==> config.mk <==
export PLATFORM = sky130hd
export DESIGN_NAME = dual_uart
export DESIGN_NICKNAME = d
export VERILOG_FILES = /design/src/verilog/uart_pkg.sv /design/src/verilog/fifo_ram.sv /design/src/verilog/dual_uart.sv
export SDC_FILE = /design/constraint.sdc
export NUM_CORES = 2
export LEC_CHECK = 0
export BUFFER_PORTS_ARGS = -buffer_cell sky130_fd_sc_hd__buf_2
export CELL_PAD_IN_SITES_DETAIL_PLACEMENT = 1
export CELL_PAD_IN_SITES_GLOBAL_PLACEMENT = 1
export CORE_AREA = 3 3 415 417
export DETAILED_ROUTE_END_ITERATION = 10
export DIE_AREA = 0 0 418 420
export GPL_ROUTABILITY_DRIVEN = 0
export GPL_TIMING_DRIVEN = 0
export PLACE_DENSITY = 0.8
export SYNTH_ARGS = -nofsm -noshare
export SYNTH_HDL_FRONTEND = slang
export SYNTH_HIERARCHICAL = 1
export SYNTH_SLANG_ARGS = --single-unit
==> constraint.sdc <==
create_clock -name sys_clk -period 6.95 [get_ports sys_clk]
set_clock_uncertainty 0.05 [all_clocks]
set_input_delay 1.39 -clock sys_clk [delete_from_list [all_inputs] [get_ports sys_clk]]
set_output_delay 1.39 -clock sys_clk [all_outputs]
set_load 0.005 [all_outputs]
==> src/verilog/uart_pkg.sv <==
// Shared constants, types and register map for the dual serial port block
package uart_pkg;
   localparam int CLK_HZ   = 10_000_000;
   localparam int BAUD_MIN = 1_200;
   localparam int BAUD_MAX = 921_600;
   localparam int MBAUD_HI = 1_000_000;
   localparam int MBAUD_LO = 250_000;
   localparam int BAUD_RST = 9_600;
   localparam logic [15:0] DIV_MBAUD_HI = 16'(CLK_HZ / MBAUD_HI);
   localparam logic [15:0] DIV_MBAUD_LO = 16'(CLK_HZ / MBAUD_LO);
   localparam logic [15:0] DIV_SLOWEST  = 16'(CLK_HZ / BAUD_MIN);
   localparam logic [15:0] DIV_FASTEST  = 16'(CLK_HZ / BAUD_MAX);
   localparam logic [15:0] DIV_RESET    = 16'(CLK_HZ / BAUD_RST);
   localparam int NPORT      = 2;
   localparam int FIFO_DEPTH = 64;
   localparam int PTR_W      = 6;
   localparam logic [PTR_W:0] FIFO_FULL = 7'h40;
   // Register map: byte address = port * PORT_STRIDE + index * 4
   localparam int ADDR_W        = 8;
   localparam int PORT_SEL_BIT  = 5;
   localparam logic [2:0] REG_DATA = 3'h0;
   localparam logic [2:0] REG_LINE = 3'h1;
   localparam logic [2:0] REG_DIV  = 3'h2;
   localparam logic [2:0] REG_STAT = 3'h3;
   localparam logic [7:0] PORT_STRIDE = 8'h20;
   // Line control fields
   localparam int LC_LEN_LSB  = 0;
   localparam int LC_STOP2    = 2;
   localparam int LC_PAR_EN   = 3;
   localparam int LC_PAR_EVEN = 4;
   localparam int LC_LOOP     = 5;
   localparam int LC_RTS      = 6;
   localparam int LC_MBAUD    = 7;
   localparam logic [7:0] LC_RESET = 8'h03;
   // Status fields
   localparam int ST_RX_AVAIL = 0;
   localparam int ST_TX_FULL  = 1;
   localparam int ST_TX_IDLE  = 2;
   localparam int ST_CTS      = 3;
   localparam int ST_ERR_LSB  = 4;
   localparam int ST_STRAP    = 7;
   localparam int ERR_PAR     = 0;
   localparam int ERR_FRM     = 1;
   localparam int ERR_OVR     = 2;
   localparam logic [1:0] RESP_OKAY   = 2'h0;
   localparam logic [1:0] RESP_SLVERR = 2'h2;

   typedef struct packed {
      logic              awvalid;
      logic [ADDR_W-1:0] awaddr;
      logic              wvalid;
      logic [31:0]       wdata;
      logic [3:0]        wstrb;
      logic              bready;
      logic              arvalid;
      logic [ADDR_W-1:0] araddr;
      logic              rready;
   } axil_req_s;

   typedef struct packed {
      logic        awready;
      logic        wready;
      logic        bvalid;
      logic [1:0]  bresp;
      logic        arready;
      logic        rvalid;
      logic [31:0] rdata;
      logic [1:0]  rresp;
   } axil_rsp_s;

   typedef enum logic [2:0] {
      TX_IDLE, TX_FETCH, TX_START, TX_DATA, TX_PARITY, TX_STOP
   } tx_state_e;

   typedef enum logic [2:0] {
      RX_IDLE, RX_START, RX_DATA, RX_PARITY, RX_STOP
   } rx_state_e;
endpackage

==> src/verilog/fifo_ram.sv <==
// Byte buffer memory with registered read data
`timescale 1ns/1ns
module fifo_ram (
   input  wire logic                       sys_clk, // System clock
   input  wire logic                       we,      // Write enable
   input  wire logic [uart_pkg::PTR_W-1:0] waddr,   // Write address
   input  wire logic [7:0]                 wdata,   // Write data
   input  wire logic [uart_pkg::PTR_W-1:0] raddr,   // Read address
   output      logic [7:0]                 rdata    // Registered read data
);
   import uart_pkg::*;

   logic [7:0] mem [FIFO_DEPTH];

   always_ff @(posedge sys_clk) begin
      if (we) begin
         mem[waddr] <= wdata;
      end
      rdata <= mem[raddr];
   end
endmodule // fifo_ram

==> src/verilog/dual_uart.sv <==
// Two serial ports with modem handshake, behind an AXI4-Lite slave
//
// Implementation choices: register access over AXI4-Lite and the placing of the registers.
`timescale 1ns/1ns
module dual_uart (
   input  wire logic                sys_clk,                        // Clock
   input  wire logic                resetn,                         // Reset
   input  wire uart_pkg::axil_req_s axi_req,                        // Bus in
   output      uart_pkg::axil_rsp_s axi_rsp,                        // Bus out
   input  wire logic                megabaud_strap,                 // Strap
   input  wire logic                fast_port_serial_in,            // Rx
   output      logic                fast_port_serial_out,           // Tx
   input  wire logic                fast_port_clear_to_send_n,      // CTS
   output      logic                fast_port_request_to_send_n,    // RTS
   input  wire logic                console_port_serial_in,         // Rx
   output      logic                console_port_serial_out,        // Tx
   input  wire logic                console_port_clear_to_send_n,   // CTS
   output      logic                console_port_request_to_send_n  // RTS
);
   import uart_pkg::*;

   // Per-port state shared between bus logic and serial engines
   logic [PTR_W:0]   tx_wp_q  [NPORT];
   logic [PTR_W:0]   tx_rp_q  [NPORT];
   logic [PTR_W:0]   rx_wp_q  [NPORT];
   logic [PTR_W:0]   rx_rp_q  [NPORT];
   logic [7:0]       lc_q     [NPORT];
   logic [15:0]      div_q    [NPORT];
   logic [2:0]       err_q    [NPORT];
   logic [2:0]       err_clr_q[NPORT];
   logic [7:0]       tx_rdata [NPORT];
   logic [7:0]       rx_rdata [NPORT];
   logic             tx_we    [NPORT];
   logic             rx_we    [NPORT];
   logic [7:0]       rx_wdata [NPORT];
   logic             tx_idle  [NPORT];
   logic             cts_n_s  [NPORT];
   logic [NPORT-1:0] rx_pin;
   logic [NPORT-1:0] cts_pin_n;
   logic [NPORT-1:0] tx_pin;
   logic [NPORT-1:0] rts_pin_n;

   // Strap capture, once after reset release
   logic strap_m_q;
   logic strap_s_q;
   logic strap_q;
   logic strap_done_q;

   // Bus slave state
   logic              aw_held_q;
   logic              w_held_q;
   logic [ADDR_W-1:0] aw_addr_q;
   logic [31:0]       w_data_q;
   logic [3:0]        w_strb_q;
   logic              bvalid_q;
   logic [1:0]        bresp_q;
   logic              rd_pend_q;
   logic [ADDR_W-1:0] rd_addr_q;
   logic              rvalid_q;
   logic [31:0]       rdata_q;
   logic [1:0]        rresp_q;
   logic              wr_go;
   logic              wr_port;
   logic [2:0]        wr_idx;
   logic              wr_ok;
   logic              rd_port;
   logic [2:0]        rd_idx;
   logic              rd_ok;

   assign rx_pin    = {console_port_serial_in, fast_port_serial_in};
   assign cts_pin_n = {console_port_clear_to_send_n,
                       fast_port_clear_to_send_n};
   assign fast_port_serial_out           = tx_pin[0];
   assign console_port_serial_out        = tx_pin[1];
   assign fast_port_request_to_send_n    = rts_pin_n[0];
   assign console_port_request_to_send_n = rts_pin_n[1];

   always_ff @(posedge sys_clk) begin
      strap_m_q <= megabaud_strap;
      strap_s_q <= strap_m_q;
   end

   // Unstrapped pin is pulled up, so the default capture is the fast rate
   always_ff @(posedge sys_clk) begin
      if (!resetn) begin
         strap_q      <= 1'b1;
         strap_done_q <= 1'b0;
      end else if (!strap_done_q) begin
         strap_q      <= strap_s_q;
         strap_done_q <= 1'b1;
      end
   end

   // Write and read address decode
   assign wr_port = aw_addr_q[PORT_SEL_BIT];
   assign wr_idx  = aw_addr_q[4:2];
   assign wr_ok   = (aw_addr_q[7:6] == 2'h0) && (wr_idx <= REG_STAT);
   assign wr_go   = aw_held_q && w_held_q && !bvalid_q;
   assign rd_port = rd_addr_q[PORT_SEL_BIT];
   assign rd_idx  = rd_addr_q[4:2];
   assign rd_ok   = (rd_addr_q[7:6] == 2'h0) && (rd_idx <= REG_STAT);

   always_comb begin
      axi_rsp         = '0;
      axi_rsp.awready = !aw_held_q && !bvalid_q;
      axi_rsp.wready  = !w_held_q && !bvalid_q;
      axi_rsp.bvalid  = bvalid_q;
      axi_rsp.bresp   = bresp_q;
      axi_rsp.arready = !rd_pend_q && !rvalid_q;
      axi_rsp.rvalid  = rvalid_q;
      axi_rsp.rdata   = rdata_q;
      axi_rsp.rresp   = rresp_q;
   end

   // Write channel: address and data taken in either order
   always_ff @(posedge sys_clk) begin
      if (!resetn) begin
         aw_held_q <= 1'b0;
         w_held_q  <= 1'b0;
         aw_addr_q <= '0;
         w_data_q  <= '0;
         w_strb_q  <= '0;
         bvalid_q  <= 1'b0;
         bresp_q   <= RESP_OKAY;
      end else begin
         if (axi_req.awvalid && axi_rsp.awready) begin
            aw_held_q <= 1'b1;
            aw_addr_q <= axi_req.awaddr;
         end
         if (axi_req.wvalid && axi_rsp.wready) begin
            w_held_q <= 1'b1;
            w_data_q <= axi_req.wdata;
            w_strb_q <= axi_req.wstrb;
         end
         if (wr_go) begin
            aw_held_q <= 1'b0;
            w_held_q  <= 1'b0;
            bvalid_q  <= 1'b1;
            bresp_q   <= wr_ok ? RESP_OKAY : RESP_SLVERR;
         end else if (bvalid_q && axi_req.bready) begin
            bvalid_q <= 1'b0;
         end
      end
   end

   // Read channel: answer two cycles after the address is taken
   always_ff @(posedge sys_clk) begin
      if (!resetn) begin
         rd_pend_q <= 1'b0;
         rd_addr_q <= '0;
         rvalid_q  <= 1'b0;
         rdata_q   <= '0;
         rresp_q   <= RESP_OKAY;
      end else begin
         if (axi_req.arvalid && axi_rsp.arready) begin
            rd_pend_q <= 1'b1;
            rd_addr_q <= axi_req.araddr;
         end else if (rd_pend_q) begin
            rd_pend_q <= 1'b0;
            rvalid_q  <= 1'b1;
            rresp_q   <= rd_ok ? RESP_OKAY : RESP_SLVERR;
            rdata_q   <= '0;
            if (rd_ok) begin
               unique case (rd_idx)
                  REG_DATA: rdata_q[7:0]  <= rx_rdata[rd_port];
                  REG_LINE: rdata_q[7:0]  <= lc_q[rd_port];
                  REG_DIV:  rdata_q[15:0] <= div_q[rd_port];
                  REG_STAT: begin
                     rdata_q[ST_RX_AVAIL] <=
                        rx_wp_q[rd_port] != rx_rp_q[rd_port];
                     rdata_q[ST_TX_FULL] <=
                        (tx_wp_q[rd_port] - tx_rp_q[rd_port]) == FIFO_FULL;
                     rdata_q[ST_TX_IDLE] <= tx_idle[rd_port];
                     rdata_q[ST_CTS] <= !cts_n_s[rd_port];
                     rdata_q[ST_ERR_LSB +: 3] <= err_q[rd_port];
                     rdata_q[ST_STRAP] <= strap_q;
                  end
                  default: rdata_q <= '0;
               endcase
            end
         end else if (rvalid_q && axi_req.rready) begin
            rvalid_q <= 1'b0;
         end
      end
   end

   // Register writes, buffer pointers owned by the bus side
   always_ff @(posedge sys_clk) begin
      if (!resetn) begin
         for (int p = 0; p < NPORT; p++) begin
            lc_q[p]      <= LC_RESET;
            div_q[p]     <= DIV_RESET;
            tx_wp_q[p]   <= '0;
            rx_rp_q[p]   <= '0;
            err_clr_q[p] <= '0;
         end
      end else begin
         for (int p = 0; p < NPORT; p++) begin
            err_clr_q[p] <= '0;
            if (tx_we[p]) begin
               tx_wp_q[p] <= tx_wp_q[p] + 7'h01;
            end
            if (rd_pend_q && rd_ok && rd_idx == REG_DATA &&
                rd_port == p[0] && rx_wp_q[p] != rx_rp_q[p]) begin
               rx_rp_q[p] <= rx_rp_q[p] + 7'h01;
            end
         end
         if (wr_go && wr_ok) begin
            if (wr_idx == REG_LINE && w_strb_q[0]) begin
               lc_q[wr_port] <= w_data_q[7:0];
            end
            if (wr_idx == REG_DIV) begin
               if (w_strb_q[0]) div_q[wr_port][7:0] <= w_data_q[7:0];
               if (w_strb_q[1]) div_q[wr_port][15:8] <= w_data_q[15:8];
            end
            if (wr_idx == REG_STAT && w_strb_q[0]) begin
               err_clr_q[wr_port] <= w_data_q[ST_ERR_LSB +: 3];
            end
         end
      end
   end

   // Same engine for both ports
   for (genvar p = 0; p < NPORT; p++) begin : g_port
      tx_state_e  tx_st_q;
      rx_state_e  rx_st_q;
      logic [15:0] eff_div;
      logic [15:0] tx_cnt_q;
      logic [15:0] rx_cnt_q;
      logic [2:0]  tx_bit_q;
      logic [2:0]  rx_bit_q;
      logic [2:0]  last_bit;
      logic [7:0]  tx_sh_q;
      logic [7:0]  rx_sh_q;
      logic        tx_par_q;
      logic        rx_par_q;
      logic        tx_stop2_q;
      logic        txd_q;
      logic        rx_m_q;
      logic        rx_s_q;
      logic        cts_m_q;
      logic        cts_s_q;
      logic        rx_prev_q;
      logic        rx_line;
      logic        loop;
      logic        rx_full;
      logic [2:0]  err_set;

      assign loop     = lc_q[p][LC_LOOP];
      assign last_bit = 3'(lc_q[p][LC_LEN_LSB +: 2]) + 3'h4;
      assign rx_full  = (rx_wp_q[p] - rx_rp_q[p]) == FIFO_FULL;
      assign tx_we[p] = wr_go && wr_ok && wr_port == 1'(p) &&
                        wr_idx == REG_DATA && w_strb_q[0] &&
                        (tx_wp_q[p] - tx_rp_q[p]) != FIFO_FULL;
      assign tx_idle[p] = tx_st_q == TX_IDLE && tx_wp_q[p] == tx_rp_q[p];
      assign cts_n_s[p] = cts_s_q;

      always_comb begin
         if (lc_q[p][LC_MBAUD]) begin
            eff_div = strap_q ? DIV_MBAUD_HI : DIV_MBAUD_LO;
         end else if (div_q[p] == 16'h0000) begin
            eff_div = 16'h0001;
         end else begin
            eff_div = div_q[p];
         end
      end

      // Pins: idle high, loop holds both outputs inactive
      assign tx_pin[p]    = loop ? 1'b1 : txd_q;
      assign rts_pin_n[p] = loop ? 1'b1 : !lc_q[p][LC_RTS];
      assign rx_line      = loop ? txd_q : rx_s_q;

      always_ff @(posedge sys_clk) begin
         rx_m_q  <= rx_pin[p];
         rx_s_q  <= rx_m_q;
         cts_m_q <= cts_pin_n[p];
         cts_s_q <= cts_m_q;
      end

      fifo_ram u_tx_ram (
         .sys_clk (sys_clk),
         .we      (tx_we[p]),
         .waddr   (tx_wp_q[p][PTR_W-1:0]),
         .wdata   (w_data_q[7:0]),
         .raddr   (tx_rp_q[p][PTR_W-1:0]),
         .rdata   (tx_rdata[p])
      );

      fifo_ram u_rx_ram (
         .sys_clk (sys_clk),
         .we      (rx_we[p]),
         .waddr   (rx_wp_q[p][PTR_W-1:0]),
         .wdata   (rx_wdata[p]),
         .raddr   (rx_rp_q[p][PTR_W-1:0]),
         .rdata   (rx_rdata[p])
      );

      // Transmitter
      always_ff @(posedge sys_clk) begin
         if (!resetn) begin
            tx_st_q    <= TX_IDLE;
            txd_q      <= 1'b1;
            tx_cnt_q   <= '0;
            tx_bit_q   <= '0;
            tx_sh_q    <= '0;
            tx_par_q   <= 1'b0;
            tx_stop2_q <= 1'b0;
            tx_rp_q[p] <= '0;
         end else begin
            if (tx_cnt_q != 16'h0000) begin
               tx_cnt_q <= tx_cnt_q - 16'h0001;
            end
            unique case (tx_st_q)
               TX_IDLE: begin
                  if (tx_wp_q[p] != tx_rp_q[p]) tx_st_q <= TX_FETCH;
               end
               TX_FETCH: begin
                  tx_sh_q    <= tx_rdata[p];
                  tx_rp_q[p] <= tx_rp_q[p] + 7'h01;
                  txd_q      <= 1'b0;
                  tx_cnt_q   <= eff_div - 16'h0001;
                  tx_st_q    <= TX_START;
               end
               TX_START: begin
                  if (tx_cnt_q == 16'h0000) begin
                     txd_q    <= tx_sh_q[0];
                     tx_par_q <= tx_sh_q[0];
                     tx_sh_q  <= tx_sh_q >> 1;
                     tx_bit_q <= '0;
                     tx_cnt_q <= eff_div - 16'h0001;
                     tx_st_q  <= TX_DATA;
                  end
               end
               TX_DATA: begin
                  if (tx_cnt_q == 16'h0000) begin
                     tx_cnt_q <= eff_div - 16'h0001;
                     if (tx_bit_q == last_bit) begin
                        tx_stop2_q <= 1'b0;
                        if (lc_q[p][LC_PAR_EN]) begin
                           txd_q   <= lc_q[p][LC_PAR_EVEN] ? tx_par_q
                                                           : !tx_par_q;
                           tx_st_q <= TX_PARITY;
                        end else begin
                           txd_q   <= 1'b1;
                           tx_st_q <= TX_STOP;
                        end
                     end else begin
                        txd_q    <= tx_sh_q[0];
                        tx_par_q <= tx_par_q ^ tx_sh_q[0];
                        tx_sh_q  <= tx_sh_q >> 1;
                        tx_bit_q <= tx_bit_q + 3'h1;
                     end
                  end
               end
               TX_PARITY: begin
                  if (tx_cnt_q == 16'h0000) begin
                     txd_q    <= 1'b1;
                     tx_cnt_q <= eff_div - 16'h0001;
                     tx_st_q  <= TX_STOP;
                  end
               end
               TX_STOP: begin
                  if (tx_cnt_q == 16'h0000) begin
                     if (lc_q[p][LC_STOP2] && !tx_stop2_q) begin
                        tx_stop2_q <= 1'b1;
                        tx_cnt_q   <= eff_div - 16'h0001;
                     end else begin
                        tx_st_q <= TX_IDLE;
                     end
                  end
               end
            endcase
         end
      end

      // Receiver pushes a character at the middle of its first stop bit
      assign rx_we[p]    = rx_st_q == RX_STOP && rx_cnt_q == 16'h0000 &&
                           !rx_full;
      assign rx_wdata[p] = rx_sh_q >> (3'h3 - lc_q[p][LC_LEN_LSB +: 2]);

      always_comb begin
         err_set = '0;
         if (rx_st_q == RX_STOP && rx_cnt_q == 16'h0000) begin
            err_set[ERR_FRM] = !rx_line;
            err_set[ERR_OVR] = rx_full;
         end
         if (rx_st_q == RX_PARITY && rx_cnt_q == 16'h0000) begin
            err_set[ERR_PAR] = rx_line != (lc_q[p][LC_PAR_EVEN] ? rx_par_q
                                                               : !rx_par_q);
         end
      end

      always_ff @(posedge sys_clk) begin
         if (!resetn) begin
            rx_st_q    <= RX_IDLE;
            rx_cnt_q   <= '0;
            rx_bit_q   <= '0;
            rx_sh_q    <= '0;
            rx_par_q   <= 1'b0;
            rx_prev_q  <= 1'b1;
            rx_wp_q[p] <= '0;
            err_q[p]   <= '0;
         end else begin
            rx_prev_q <= rx_line;
            err_q[p]  <= (err_q[p] & ~err_clr_q[p]) | err_set;     // set wins
            if (rx_we[p]) begin
               rx_wp_q[p] <= rx_wp_q[p] + 7'h01;
            end
            if (rx_cnt_q != 16'h0000) begin
               rx_cnt_q <= rx_cnt_q - 16'h0001;
            end
            unique case (rx_st_q)
               RX_IDLE: begin
                  if (rx_prev_q && !rx_line) begin
                     rx_cnt_q <= eff_div >> 1;
                     rx_st_q  <= RX_START;
                  end
               end
               RX_START: begin
                  if (rx_cnt_q == 16'h0000) begin
                     rx_cnt_q <= eff_div - 16'h0001;
                     rx_bit_q <= '0;
                     rx_par_q <= 1'b0;
                     rx_st_q  <= rx_line ? RX_IDLE : RX_DATA;
                  end
               end
               RX_DATA: begin
                  if (rx_cnt_q == 16'h0000) begin
                     rx_sh_q  <= {rx_line, rx_sh_q[7:1]};
                     rx_par_q <= rx_par_q ^ rx_line;
                     rx_cnt_q <= eff_div - 16'h0001;
                     rx_bit_q <= rx_bit_q + 3'h1;
                     if (rx_bit_q == last_bit) begin
                        rx_st_q <= lc_q[p][LC_PAR_EN] ? RX_PARITY : RX_STOP;
                     end
                  end
               end
               RX_PARITY: begin
                  if (rx_cnt_q == 16'h0000) begin
                     rx_cnt_q <= eff_div - 16'h0001;
                     rx_st_q  <= RX_STOP;
                  end
               end
               RX_STOP: begin
                  if (rx_cnt_q == 16'h0000) rx_st_q <= RX_IDLE;
               end
            endcase
         end
      end
   end
endmodule // dual_uart

* Word-level counts from Yosys, hierarchy flattened
Memory sizes are Yosys's and may differ from the RTL's. A register that Yosys moved wholly into a read port is not among the register bits. Cells that the tools add are included.
Operators by class: equality and inequality tests 72, magnitude comparators 3, $add $sub $neg 27, shift operators 2, reductions and logical operators 114, muxes and demuxes 226, bitwise operators 27
Operators by type and width (number):
- $mux W16 | 20
- $mux W3 | 40
- $mux W1 | 116
- $logic_not A16 Y1 | 6
- $pmux W16 S3 | 2
- $sub A16 B1 Y16 const B | 6
- $mux W8 | 11
- $pmux W16 S2 | 2
- $reduce_bool A16 Y1 | 4
- $add A7 B1 Y7 const B | 8
- $mux W7 | 8
- $ne A2 B2 Y1 const B | 26
- $pmux W8 S3 | 2
- $logic_and A1 B1 Y1 | 41
- $eq A3 B2 Y1 const B | 12
- $pmux W3 S6 | 2
- $ne A7 B7 Y1 | 5
- $sub A7 B7 Y7 | 5
- $pmux W8 S4 | 1
- $pmux W3 S5 | 2
- $pmux W3 S2 | 4
- $reduce_and A4 Y1 | 6
- $eq A7 B7 Y1 const B | 3
- $eq A3 B1 Y1 const B | 6
- 38 further kinds | 133
Storage, ports and cells: bits in writable memories 2164, memories kept 12, register bits 217, bits of input ports 64
Memories:
- g_port[0].u_rx_ram.mem | words 64, bits a word 8, rd ports 1, clocked after memory_dff 1, wr ports 1, line fifo_ram.sv:13 | logic [7:0] mem [FIFO_DEPTH];
- g_port[0].u_tx_ram.mem | words 64, bits a word 8, rd ports 1, clocked after memory_dff 1, wr ports 1, line fifo_ram.sv:13
- g_port[1].u_rx_ram.mem | words 64, bits a word 8, rd ports 1, clocked after memory_dff 1, wr ports 1, line fifo_ram.sv:13
- g_port[1].u_tx_ram.mem | words 64, bits a word 8, rd ports 1, clocked after memory_dff 1, wr ports 1, line fifo_ram.sv:13
- div_q | words 2, bits a word 16, rd ports 3, clocked after memory_dff 1, wr ports 2, line dual_uart.sv:28 | logic [15:0] div_q [NPORT];
- lc_q | words 2, bits a word 8, rd ports 3, clocked after memory_dff 1, wr ports 2, line dual_uart.sv:27 | logic [7:0] lc_q [NPORT];
- +6 memories

* Logic depth before layout (Yosys ltp)
depth in word-level cells 11, depth in mapped cells 12

* Hierarchy
Netlist, hierarchy kept.
Modules (own cells, without submodules):
- fifo_ram at g_port[0].u_rx_ram ... | times used 2, area an instance 20190.6 µm², seq. area each 15534.9 µm², cells an instance 972
- fifo_ram at g_port[1].u_rx_ram ... | times used 2, area an instance 20166.8 µm², seq. area each 15534.9 µm², cells an instance 940
- dual_uart | times used 1, area an instance 18711.7 µm², seq. area each 7287.0 µm², cells an instance 2082

* Worst setup path after synthesis
Ideal clock, no wire load.
path kind reg-to-reg, start point mem lc_q[0][0], end point mem g_port[0].u_rx_ram.mem[0][5], data pin, arrival time 3.391 ns, stages on the path, launching flop included 4, path buffers 1, setup slack 2.807 ns, library setup time 0.702 ns, required time 6.198 ns, period minus slack after synthesis 4.143 ns, cells stage by stage edfxtp_1 -> buf_1 -> nand2_1 -> o21ai_0
RTL lines (line):
- start: declaration | dual_uart.sv:27
- end: declaration | fifo_ram.sv:13

==> out/qor.yml <==
setup_path:
  critPathArrivalTime_ns: 5.78
  crit_fanout: 9
  path_buf_inv: 0
  critPathMaxStageDelay_ns: 1.17
  worstSetupStartpointType: "flip-flop"
  critPathCaptureType: "flip-flop"
  critPathKind: "flip-flop to flip-flop"
  worstPathRequired_ns: 7.38
  critical_path.cell_chain: "nor4_1 > nor4b_4 > nand3_1 > nor3_1 > nand4_1 > nor2_1"
  timing.critical_path.max_delay_family: "simple AND/OR/NAND/NOR gates"
  critPathSlowestCell: "nor3_1"
placed_design:
  post-place-ws_ns: 1.86
  post_dp_cell_area_sq_um: 104000
  portBuffers: 68
  place_hpwl_microns: 199000
logic_synthesis:
  syn-mean-instance-area_sq_um: 16.8
  synth.yosys.seq_area_share_pct: 69.8
  async_flop_share_pct: 0
  mappedNetlistArea_sq_um: 99400
  ys.flop_type: "edfxtp_1"
  ys_ff_latch: 2392
  synthDominantCellAreaShare_pct: 65.0
  synth-edff-count: 2152
  synth-xor-area-share_pct: 1.22
  post_synth_num_cell_types: 100
  synth.area.top_cells: "edfxtp_1 65%, mux4_2 11%, dfxtp_1 4.8%"
  yosysTopAreaCell: "edfxtp_1"
  synth.mux.area_fraction_pct: 13.7
  post_syn_instances: 5906
  synth_compound_gate_area_share_pct: 4.76
  largest_family_of_logic_cells_by_synthesized_area: "multiplexers"
  synth-warning-count: 6
  synth-simple-area-share_pct: 7.66
  fraction_of_the_mapped_netlist_area_in_adder_cells_pct: 0.690
finish:
  layout_commonest_cell: "edfxtp_1"
  finalNetCount: 6375
  synthesis_to_layout_area_growth_pct: 11.7
  fin_area_sq_um: 111000
  most-common-layout-cells: "2,152 x edfxtp_1, 500 x nor2_1, 500 x mux4_2"
  layout-drive-gt1-share_pct: 19.1
clock_tree:
  cts_root_buffer: "clkbuf_16"
  cts.htree.levels: 4
  cts-buffers-inserted: 228
  clk-insertion-delay-late_ns: 0.89
  clkSinkCount: 2392
  post-cts-setup-buffer-count: 0
  cts_tree: "done"
  post_cts_hold_buffer_count: 0
  clock_transition_at_path_regs_ns: 0.07
  cts_repair_resize_count: 0
  cts_max_path_buffers: 3
pwr:
  cellLeakagePower_nw: 36.0
  powerDensity_nw_per_um2: 316
  vdd_drop_max_v: 0.000305
timing:
  final.setup.worst_slack_ns: 1.61
  timing.max_slew.rel_slack_pct: 0.106
  tns_ns: 0
  timing.final.max_slew_violations: 0
  post-route-min-period_ns: 5.34
  grt_setup_unrepaired: "false"
  period_share_pct: 76.8
  setup_viol: 0
  hold_viol: 0
  fmaxAchievable_mhz: 187
  slew_of_the_pin_with_the_lowest_slew_margin_ns: 1.49
grt:
  global_route.overflow_total: 0
  grt_max_degree: 82
  first_global_vias: 62000
  globalRouteTotalUtil_pct: 34.0
  grt_first_pass_wirelength_microns: 432000
  antenna_violations_before_repair: 10
routing:
  drtIter0Drc: 7645
  route.vias.total: 59400
  route.final.wire_length_microns: 296000
  firstDrtPassIters: 6
  drcViolationCount: 0
  final_antenna_net_count: 0
  route.detailed.vias_per_inst: 6.85
  routedWlPerCell_microns: 34.1
die:
  dieHeight_microns: 420
  fp.dieW_microns: 418
  floorplan.io_pins: 109
  starting_density_pct: 58.8
  die-area_sq_um: 176000
  floorplan.rows: 151
  core_region_area_sq_um: 169000
worst_hold_path:
  worstHoldPathType: "flip-flop to flip-flop"
outcome:
  run_status: "finished with violations"
  violations: "capacitance limit"
run:
  max_cap_viol_count: 2
-- power by group --
part	internal (mW)	leakage, nW	switching, mW	total, mW
clock	6.86	3.62	5.37	12.2
combinational	2.57	10.6	3.90	6.47
sequential	15.9	21.8	0.498	16.4
-- worst paths after layout --
check	start	cells past startpoint	to	slack, ns
worst min-delay path	g_port[0].cts_m_q	0	g_port[0].cts_s_q	0.28
worst max register to register	g_port[0].rx_cnt_q[7]	6	g_port[0].u_rx_ram/mem[63][4]	1.61
worst min register to register	g_port[0].cts_m_q	0	g_port[0].cts_s_q	0.28
worst max-delay path	g_port[0].rx_cnt_q[7]	6	g_port[0].u_rx_ram/mem[63][4]	1.61
-- state kept, by name (all words and copies together) (netlist names), 14 cells and up, named ones only --
register               count
tx_wp_q                   14
g_port.u_rx_ram/mem     1024
g_port.rx_cnt_q           32
g_port.u_rx_ram/rdata     16
lc_q                      16
div_q                     32
w_data_q                  16
g_port.u_tx_ram/rdata     16
g_port.tx_sh_q            16
tx_rp_q                   14
g_port.u_tx_ram/mem     1024
g_port.tx_cnt_q           32
rx_wp_q                   14
g_port.rx_sh_q            16
rdata_q                   16
rx_rp_q                   14
-- area by class of cell --
cell class                      count  area (sq um)
Sequential cell                  2392         69500
Fill cell                       14400         58000
Multi-Input combinational cell   3122         28100
Clock buffer                      319          6510
Tap cell                         2218          2780
Buffer                            333          1850
Timing Repair Buffer              104          1210
Clock inverter                    112           843
Inverter                           76           285
Antenna cell                        6          15.0
-- synth_stat cells, types with 11 or more instances --
| cell | number |
|---|---|
| xnor2_1 | 99 |
| ha_1 | 54 |
| a22oi_1 | 35 |
| buf_6 | 19 |
| a31oi_1 | 25 |
| a21boi_0 | 39 |
| nand2b_1 | 63 |
| o21ai_0 | 83 |
| buf_4 | 64 |
| mux2_2 | 42 |
| o221ai_1 | 37 |
| a2111oi_0 | 11 |
| a221oi_1 | 35 |
| o22ai_1 | 89 |
| dfxtp_1 | 240 |
| o211a_1 | 38 |
| mux2i_1 | 187 |
| a22o_1 | 11 |
| a211oi_1 | 15 |
| and2_1 | 76 |
| buf_2 | 60 |
| clkbuf_1 | 153 |
| o21a_1 | 24 |
| nand2_1 | 278 |
| nand4b_1 | 13 |
| and3_1 | 27 |
| nand4_1 | 33 |
| or2_2 | 22 |
| mux4_2 | 500 |
| nor2b_1 | 118 |
| nor3_1 | 94 |
| nand3b_1 | 28 |
| nand3_1 | 139 |
| inv_1 | 72 |
| nor4_1 | 41 |
| or4_1 | 14 |
| edfxtp_1 | 2152 |
| a21oi_1 | 72 |
| or3_1 | 22 |
| buf_1 | 25 |
| nor2_1 | 500 |
| xor2_1 | 40 |
-- stage by stage --
| step | hold slack, ns | std cells | power, mW | util [%] |
|---|---|---|---|---|
| floorplan | 0.260 | 5923 | 20.8 | - |
| global route | 0.292 | 8676 | 36.3 | 65.7 |
| CTS | 0.283 | 8674 | 35.2 | 65.7 |
| finish | 0.280 | 8682 | 35.1 | 65.7 |
| global placement | 0.261 | 8209 | 22.8 | 60.7 |
| detailed placement | 0.265 | 8243 | 23.0 | 61.3 |
-- worst reg2reg max path, stage by stage (launching register included) --
cell     delay, ns
dfxtp_1       0.36
nor4_1        0.67
nor4b_4       0.56
nand3_1       0.32
nor3_1        1.17
nand4_1       0.86
nor2_1        0.95
-- layer usage --
| layer | part of all wire, % | vias up | track usage, % |
|---|---|---|---|
| met5 | 0.017 | - | 0 |
| met4 | 5.9 | 8 | 17.2 |
| met3 | 9.2 | 850 | 6.73 |
| met2 | 48 | 3484 | 55.0 |
| met1 | 36 | 30900 | 44.3 |
| li1 | - | 24200 | - |
-- kinds of logic (layout without fill, tap and decap cells) --
family / after synthesis / count (layout)
AO/OA/AOI/OAI: 652 / 652
XOR/XNOR: 139 / 139
adder cells (fa/ha/maj): 55 / 55
buffers and inverters: 409 / 944
flip-flops: 2392 / 2392
multiplexers: 729 / 729
other: 1 / 24
AND/OR/NAND/NOR: 1529 / 1529
Note: power is estimated with default switching activity, not from simulation.
